### src/verilog/ssc_pkg.sv
// Purpose: Shared constants and types for the strap sampling block
// Assumes: Register port with 8-bit address and 8-bit data
// Notes: Offsets are byte addresses on the plain register port
package ssc_pkg;
    // Register port
    localparam int unsigned ADDR_W = 8;
    localparam int unsigned DATA_W = 8;
    localparam logic [7:0] OFF_STRAP_TWO = 8'h4c;
    localparam logic [7:0] OFF_HCLK = 8'h5f;
    localparam logic [7:0] OFF_STATUS = 8'h60;
    localparam logic [7:0] RDATA_RST = 8'h00;

    // Memory data bus
    localparam int unsigned MDL_W = 44;
    localparam logic [43:0] MDL_OE_OFF = 44'h000_0000_0000;
    localparam logic [43:0] MDL_OUT_RST = 44'h000_0000_0000;

    // Strap word two layout
    localparam int unsigned S2_W = 6;
    localparam int unsigned S2_LOW_LSB = 16;
    localparam int unsigned S2_LOW_MSB = 20;
    localparam int unsigned S2_B5_LINE = 23;
    localparam int unsigned S2_B5_BIT = 5;
    localparam int unsigned S2_WR_BIT = 4;
    localparam logic [5:0] S2_WMASK = 6'h10;
    localparam logic [5:0] S2_RST = 6'h00;
    localparam int unsigned PCI_DIV_BIT = 1;

    // Host clock strap layout
    localparam int unsigned HC_W = 6;
    localparam int unsigned HC_LSB = 21;
    localparam int unsigned HC_MSB = 26;
    localparam int unsigned SYN_LSB = 3;
    localparam int unsigned SYN_MSB = 5;
    localparam logic [5:0] HC_WMASK = 6'h00;
    localparam logic [5:0] HC_RST = 6'h00;

    // Core multiplier strap
    localparam int unsigned CORE_LINE = 40;

    // Status register bits
    localparam int unsigned ST_CORE_BIT = 0;
    localparam int unsigned ST_RUN_BIT = 1;

    // PCI clock divisors
    localparam logic [1:0] DIV_BY_2 = 2'h2;
    localparam logic [1:0] DIV_BY_3 = 2'h3;
    localparam logic [1:0] CNT_RST = 2'h0;

    typedef enum logic {SSC_CAPTURE, SSC_RUN} ssc_phase_t;
endpackage

### src/verilog/ssc_field_if.sv
// Purpose: Carrier between the top and one strap field register
// Assumes: Owner drives load, capture value and write port
// Notes: Width follows the field
`timescale 1ns/1ps
interface ssc_field_if #(parameter int unsigned W = 6);
    logic load;
    logic [W-1:0] cap;
    logic wr;
    logic [W-1:0] wdata;
    logic [W-1:0] value;
    modport owner (output load, output cap, output wr, output wdata, input value);
    modport field (input load, input cap, input wr, input wdata, output value);
endinterface

### src/verilog/ssc_cap_field.sv
// Purpose: One strap field, loaded at capture, optionally partly writable
// Assumes: Load and write never meet; load wins if they do
// Notes: WMASK selects the bits software may change
`timescale 1ns/1ps
module ssc_cap_field
    import ssc_pkg::*;
#(
    parameter int unsigned W = 6,
    parameter logic [W-1:0] WMASK = '0,
    parameter logic [W-1:0] RST = '0
) (
    // Clock and reset
    input wire logic clk_sys,
    input wire logic rst_n,
    // Field carrier
    ssc_field_if.field fif
);
    typedef struct packed {
        logic [W-1:0] val;
    } ssc_field_st_t;

    ssc_field_st_t st_ff;
    ssc_field_st_t nxt_st;

    always_comb begin
        nxt_st = st_ff;
        if (fif.load) begin
            nxt_st.val = fif.cap;
        end else if (fif.wr) begin
            nxt_st.val = (st_ff.val & ~WMASK) | (fif.wdata & WMASK);
        end
    end

    always_ff @(posedge clk_sys or negedge rst_n) begin
        if (!rst_n) begin
            st_ff <= '{val: RST};
        end else begin
            st_ff <= nxt_st;
        end
    end

    assign fif.value = st_ff.val;
endmodule

### src/verilog/ssc_clk_div.sv
// Purpose: PCI clock output divider from the host clock
// Assumes: Divisor steady while running
// Notes: High for one host cycle per output period
`timescale 1ns/1ps
module ssc_clk_div
    import ssc_pkg::*;
(
    // Clock and reset
    input wire logic clk_sys,
    input wire logic rst_n,
    // Control
    input wire logic run,
    input wire logic div_by_3,
    // Output clock
    output logic pci_clk
);
    typedef struct packed {
        logic [1:0] cnt;
        logic clk_out;
    } ssc_div_st_t;

    ssc_div_st_t st_ff;
    ssc_div_st_t nxt_st;
    logic [1:0] last;

    always_comb begin
        nxt_st = st_ff;
        last = (div_by_3 ? DIV_BY_3 : DIV_BY_2) - 2'h1;
        if (!run) begin
            nxt_st.cnt = CNT_RST;
            nxt_st.clk_out = 1'b0;
        end else begin
            nxt_st.cnt = (st_ff.cnt >= last) ? CNT_RST : st_ff.cnt + 2'h1;
            nxt_st.clk_out = (nxt_st.cnt == CNT_RST);
        end
    end

    always_ff @(posedge clk_sys or negedge rst_n) begin
        if (!rst_n) begin
            st_ff <= '{cnt: CNT_RST, clk_out: 1'b0};
        end else begin
            st_ff <= nxt_st;
        end
    end

    assign pci_clk = st_ff.clk_out;
endmodule

### src/verilog/ssc_strap_top.sv
// Purpose: Strap capture at reset and the strap registers
// Assumes: Memory data lines synchronous to clk_sys; board straps only
// Notes: Capture happens on the first edge after reset release
//
// Local design decision: the address-and-strobe port.
`timescale 1ns/1ps

// Operation
// - Strap word two bits 4 to 0 show memory data lines 20 to 16 as captured.
// - Strap word two bit 5 shows memory data line 23 as captured.
// - Only bit 4 of strap word two takes software writes; other bits keep their value.
// - Strap word two bit 1 picks the PCI clock output, 0 for host clock over 2, 1 over 3.
// - Strap word two loads lines 23 and 20 to 16 after every reset.
// - Host clock strap bits 5 to 0 show memory data lines 26 to 21 as captured.
// - Host clock strap bits 5 to 3 from lines 26 to 24 set the host clock synthesizer.
// - Host clock strap loads its lines after every reset.
// - Memory data line 40 low gives single speed core, high gives double speed core.
// - Strap lines 43 to 41 and 39 to 27 have no function.
// - Strap lines 15 to 0 have no configuration function.
module ssc_strap_top
    import ssc_pkg::*;
(
    // Clock and reset
    input wire logic clk_sys,
    input wire logic rst_n,
    // Register port
    input wire logic [7:0] reg_addr,
    input wire logic [7:0] reg_wdata,
    input wire logic reg_wr,
    input wire logic reg_rd,
    output logic [7:0] reg_rdata,
    // Memory data lines
    input wire logic [43:0] memory_data_line_in,
    output logic [43:0] memory_data_line_out,
    output logic [43:0] memory_data_line_oe,
    // Memory controller drive request
    input wire logic [43:0] mem_ctrl_wdata,
    input wire logic mem_ctrl_drive,
    // Configuration outputs
    output logic pci_clock_output,
    output logic [2:0] hclk_synth_sel,
    output logic double_speed_core,
    output logic strap_valid
);
    typedef struct packed {
        ssc_phase_t phase;
        logic core_x2;
        logic [7:0] rdata;
        logic [43:0] line_out;
        logic [43:0] line_oe;
    } ssc_top_st_t;

    ssc_top_st_t st_ff;
    ssc_top_st_t nxt_st;

    ssc_field_if #(.W(S2_W)) s2_if ();
    ssc_field_if #(.W(HC_W)) hc_if ();

    logic capture;
    logic run;
    logic [5:0] s2_val;
    logic [5:0] hc_val;

    assign capture = (st_ff.phase == SSC_CAPTURE);
    assign run = (st_ff.phase == SSC_RUN);
    assign s2_val = s2_if.value;
    assign hc_val = hc_if.value;

    // Strap word two, bit 4 writable
    assign s2_if.load = capture;
    assign s2_if.cap = {memory_data_line_in[S2_B5_LINE],
                        memory_data_line_in[S2_LOW_MSB:S2_LOW_LSB]};
    assign s2_if.wr = run && reg_wr && (reg_addr == OFF_STRAP_TWO);
    assign s2_if.wdata = reg_wdata[5:0];

    ssc_cap_field #(
        .W(S2_W),
        .WMASK(S2_WMASK),
        .RST(S2_RST)
    ) u_strap_word_two (
        .clk_sys(clk_sys),
        .rst_n(rst_n),
        .fif(s2_if.field)
    );

    // Host clock strap, read only
    assign hc_if.load = capture;
    assign hc_if.cap = memory_data_line_in[HC_MSB:HC_LSB];
    assign hc_if.wr = 1'b0;
    assign hc_if.wdata = HC_RST;

    ssc_cap_field #(
        .W(HC_W),
        .WMASK(HC_WMASK),
        .RST(HC_RST)
    ) u_host_clock_strap_word (
        .clk_sys(clk_sys),
        .rst_n(rst_n),
        .fif(hc_if.field)
    );

    ssc_clk_div u_pci_div (
        .clk_sys(clk_sys),
        .rst_n(rst_n),
        .run(run),
        .div_by_3(s2_val[PCI_DIV_BIT]),
        .pci_clk(pci_clock_output)
    );

    always_comb begin
        nxt_st = st_ff;
        nxt_st.rdata = RDATA_RST;
        case (st_ff.phase)
            SSC_CAPTURE: begin
                // Bus still floated so only the board resistors set the level
                nxt_st.core_x2 = memory_data_line_in[CORE_LINE];
                nxt_st.phase = SSC_RUN;
                nxt_st.line_oe = MDL_OE_OFF;
            end
            SSC_RUN: begin
                // Captured straps are never reloaded until the next reset
                nxt_st.phase = SSC_RUN;
                nxt_st.line_out = mem_ctrl_wdata;
                nxt_st.line_oe = {MDL_W{mem_ctrl_drive}};
                if (reg_rd) begin
                    case (reg_addr)
                        OFF_STRAP_TWO: nxt_st.rdata = {2'h0, s2_val};
                        OFF_HCLK: nxt_st.rdata = {2'h0, hc_val};
                        OFF_STATUS: begin
                            nxt_st.rdata[ST_CORE_BIT] = st_ff.core_x2;
                            nxt_st.rdata[ST_RUN_BIT] = 1'b1;
                        end
                        default: nxt_st.rdata = RDATA_RST;
                    endcase
                end
            end
            default: begin
                nxt_st.phase = SSC_CAPTURE;
                nxt_st.line_oe = MDL_OE_OFF;
            end
        endcase
    end

    always_ff @(posedge clk_sys or negedge rst_n) begin
        if (!rst_n) begin
            st_ff <= '{phase: SSC_CAPTURE, core_x2: 1'b0, rdata: RDATA_RST,
                       line_out: MDL_OUT_RST, line_oe: MDL_OE_OFF};
        end else begin
            st_ff <= nxt_st;
        end
    end

    // Lines 43..41, 39..27 and 15..0 feed no logic
    assign reg_rdata = st_ff.rdata;
    assign memory_data_line_out = st_ff.line_out;
    assign memory_data_line_oe = st_ff.line_oe;
    assign hclk_synth_sel = hc_val[SYN_MSB:SYN_LSB];
    assign double_speed_core = st_ff.core_x2;
    assign strap_valid = run;
endmodule

### config.mk
export PLATFORM = sky130hd
export DESIGN_NAME = ssc_strap_top
export DESIGN_NICKNAME = d
export VERILOG_FILES = /design/src/verilog/ssc_pkg.sv /design/src/verilog/ssc_field_if.sv /design/src/verilog/ssc_cap_field.sv /design/src/verilog/ssc_clk_div.sv /design/src/verilog/ssc_strap_top.sv
export SDC_FILE = /design/constraint.sdc
export NUM_CORES = 1
export LEC_CHECK = 0
export BUFFER_PORTS_ARGS = -buffer_cell sky130_fd_sc_hd__buf_2
export CELL_PAD_IN_SITES_DETAIL_PLACEMENT = 1
export CELL_PAD_IN_SITES_GLOBAL_PLACEMENT = 1
export CORE_MARGIN = 2
export CORE_UTILIZATION = 34
export CTS_BUF_LIST = sky130_fd_sc_hd__clkbuf_8
export CTS_CLUSTER_SIZE = 12
export DETAILED_ROUTE_END_ITERATION = 10
export PLACE_DENSITY_LB_ADDON = 0.12
export SYNTH_ARGS = -nofsm -noshare
export SYNTH_HDL_FRONTEND = slang
export SYNTH_HIERARCHICAL = 1
export SYNTH_SLANG_ARGS = --single-unit
### constraint.sdc
create_clock -name clk_sys -period 2.1 [get_ports clk_sys]
set_input_delay 0.105 -clock clk_sys [delete_from_list [all_inputs] [get_ports clk_sys]]
set_output_delay 0.105 -clock clk_sys [all_outputs]
set_load 0.005 [all_outputs]
==> results_dict.tcl <==
set metrics [dict create \
    status "finished, final reports clean" \
    clkTransAtPathRegs_ns 0.07 \
    cts_root_buffer "clkbuf_8" \
    ctsResizeCount 0 \
    synth-xor-area-share_pct 0.283 \
    min_period_ns 1.60 \
    drv_slew 0 \
    numCtsBuffers 9 \
    period_share_pct 76.2 \
    ys_types 32 \
    power_density_nw_per_um2 750 \
    clk-insertion-delay-late_ns 0.34 \
    initial_utilization_pct 35.3 \
    fin_setup_tns_ns 0 \
    antenna_cells 0 \
    syn_area_um2 3090 \
    async_flop_share_pct 100 \
    syn_to_final_growth_pct 47.2 \
    synth_adder_area_share_pct 0.809 \
    vias 2278 \
    grt_pass1_vias 2352 \
    finClkSkew_ns 0.00772 \
    cts_hold_buf 56 \
    clockBufferDepth 2 \
    grt_max_degree 69 \
    synthSimpleGateAreaFrac_pct 6.03 \
    crit_family "buffers and inverters" \
    crit_path_cell_trace "buf_4 -> buf_2" \
    nets 524 \
    maxSlewHeadroom_pct 44.6 \
    synth_top_family_by_area "multiplexers" \
    use_met1_pct 18.4 \
    min_path_type "in2reg" \
    synth_cells 224 \
    ant_nets 0 \
    dr.first_iter.drc_count 27 \
    rows 34 \
    cap_violations 0 \
    muxShareOfSynthArea_pct 22.0 \
    synth_most_common_cell "dfrtp_1" \
    required_ns 2.00 \
    slowest_delay_ns 0.53 \
    syn_avg_cell_area_um2 13.8 \
    grt_use_total_pct 15.4 \
    leakage_uw 0.00230 \
    cpMaxStageDelayCell "buf_4" \
    dieHeight_um 99.4 \
    fin_cells 526 \
    vias_per_cell 4.33 \
    place_congestion 0.694 \
    crit_arrival_ns 1.50 \
    busiest_layer "met2" \
    yosysTopAreaCell "dfrtp_1" \
    die_w_um 99.4 \
    start_kind "register" \
    synth_ff_type "dfrtp_1" \
    antenna_found_initial 0 \
    gr-usage-met3_pct 4.78 \
    grt_overflow 0 \
    hold-worst-slack_ns 0.0284 \
    rsz0062_at_grt "false" \
    met2_usage_pct 26.8 \
    cp-end-kind "output port" \
    cts_tree "built" \
    dieArea_um2 9880 \
    placed_area_um2 3720 \
    irDropWorstVdd_v 0.000353 \
    pin_count 211 \
    worstPathMaxFanout 50 \
    synth_common_cells "dfrtp_1 (68), buf_4 (45), mux2_2 (43), mux2_4 (11), buf_2 (6)" \
    yosysWarningCount 6 \
    cts_max_level 3 \
    clkSinkCount 68 \
    worst-setup-path-type "reg2out" \
    wl_per_cell_um 14.3 \
    coreArea_um2 8760 \
    synth.yosys.seq_area_share_pct 55.0 \
    setup_violations 0 \
    yosysTopAreaCellShare_pct 55.0 \
    crit_buf_inv 2 \
    first_pass_iters 4 \
    drive_gt1_share_pct 59.3 \
    wl_um 7510 \
    ys_ff_latch 68 \
    synth_compound_area_share_pct 2.47 \
    grt_pass1_wl_um 11800 \
    synth-edff-count 0 \
    finalHoldViolCount 0 \
    drc 0 \
    hpwl_um 4860 \
    post_cts_buffers 0 \
    synthTopCellsByArea "dfrtp_1 (55%), mux2_2 (16%), buf_4 (11%)" \
    portBuffers 169 \
    worstMarginPinSlew_ns 0.831 \
    max_clock_freq_mhz 625 \
    stdcell_area_um2 4550 \
    dp.cells 452 \
]
==> layout make-up <==
type,instances,area (um^2)
clock inverters,7,124
well taps,108,135
multi-input cells,100,990
repair buffers,230,1460
inverters,4,15.0
flip-flops and latches,68,1700
fillers,944,4210
clock buffers,9,124
==> stage by stage <==
stage          total power [uW]  worst slack [ns]  util (%)
6_report                   3410             0.499      51.9
3_3_place_gp               2020             0.617      42.5
2_1_floorplan              1820             0.750         -
4_1_cts                    3450             0.439      51.7
3_5_place_dp               2040             0.604      42.5
5_1_grt                    3610             0.313      51.9
==> where the power goes <==
group / total (uW) / internal [uW] / switching, uW
Clock: 1320 / 796 / 526
Combinational: 587 / 358 / 229
Sequential: 1500 / 1430 / 71.3
==> worst min-delay path, delay by kind of cell <==
| family | cells | cell delay (ns) |
|---|---|---|
| buffers and inverters | 1 | 0.11 |
| and+or+nand+nor | 1 | 0.07 |
| AOI/OAI and AO/OA | 1 | 0.04 |
==> logic make-up (layout without fill, tap and decap cells) <==
kind of cell	after synthesis	in the layout
simple gates	26	26
fa+ha+maj	2	2
compound gates	11	11
xor+xnor	1	1
buf+inv	57	250
flops	68	68
other cells	2	3
mux	57	57
==> layout by cell type, fill, tap and decap left out, types with 3 or more instances in the layout <==
master         count
nand2_1            3
buf_2            169
inv_1              4
a22oi_1            4
bufinv_16          3
mux2_4            11
clkbuf_8           9
conb_1             3
and3_1             3
dlygate4sd3_1     58
mux2_2            43
dfrtp_1           67
nor2_1             4
==> final timing paths <==
check                                                      from                                    to  slack (ns)  cells past startpoint
min reg2reg                memory_data_line_out[38]$_DFFE_PN0P_  memory_data_line_out[38]$_DFFE_PN0P_        0.49                      1
max reg2reg                               strap_valid$_DFF_PN0_  memory_data_line_out[31]$_DFFE_PN0P_        0.63                      2
max                                       strap_valid$_DFF_PN0_                           strap_valid        0.50                      2
max in group asynchronous                                 rst_n                 strap_valid$_DFF_PN0_        1.48                      3
min                                                      reg_rd                reg_rdata[1]$_DFF_PN0_        0.03                      3
min in group asynchronous                                 rst_n  memory_data_line_out[11]$_DFFE_PN0P_        0.30                      3
==> flip-flops by register name, indices dropped and copies added (netlist names) <==
| signal | cells |
|---|---|
| u_host_clock_strap_word/fif.value | 6 |
| u_strap_word_two/fif.value | 6 |
| strap_valid | 1 |
| u_pci_div/st_ff | 2 |
| double_speed_core | 1 |
| reg_rdata | 6 |
| memory_data_line_oe | 1 |
| u_pci_div/pci_clk | 1 |
| memory_data_line_out | 44 |
==> metal layers <==
metal | routed length [um] | vias to the layer above
met3 | 525 | 5
met2 | 3900 | 98
met5 | 0 | -
met4 | 73 | 0
met1 | 3000 | 1073
li1 | - | 1102
(Power assumes the default switching activity.)
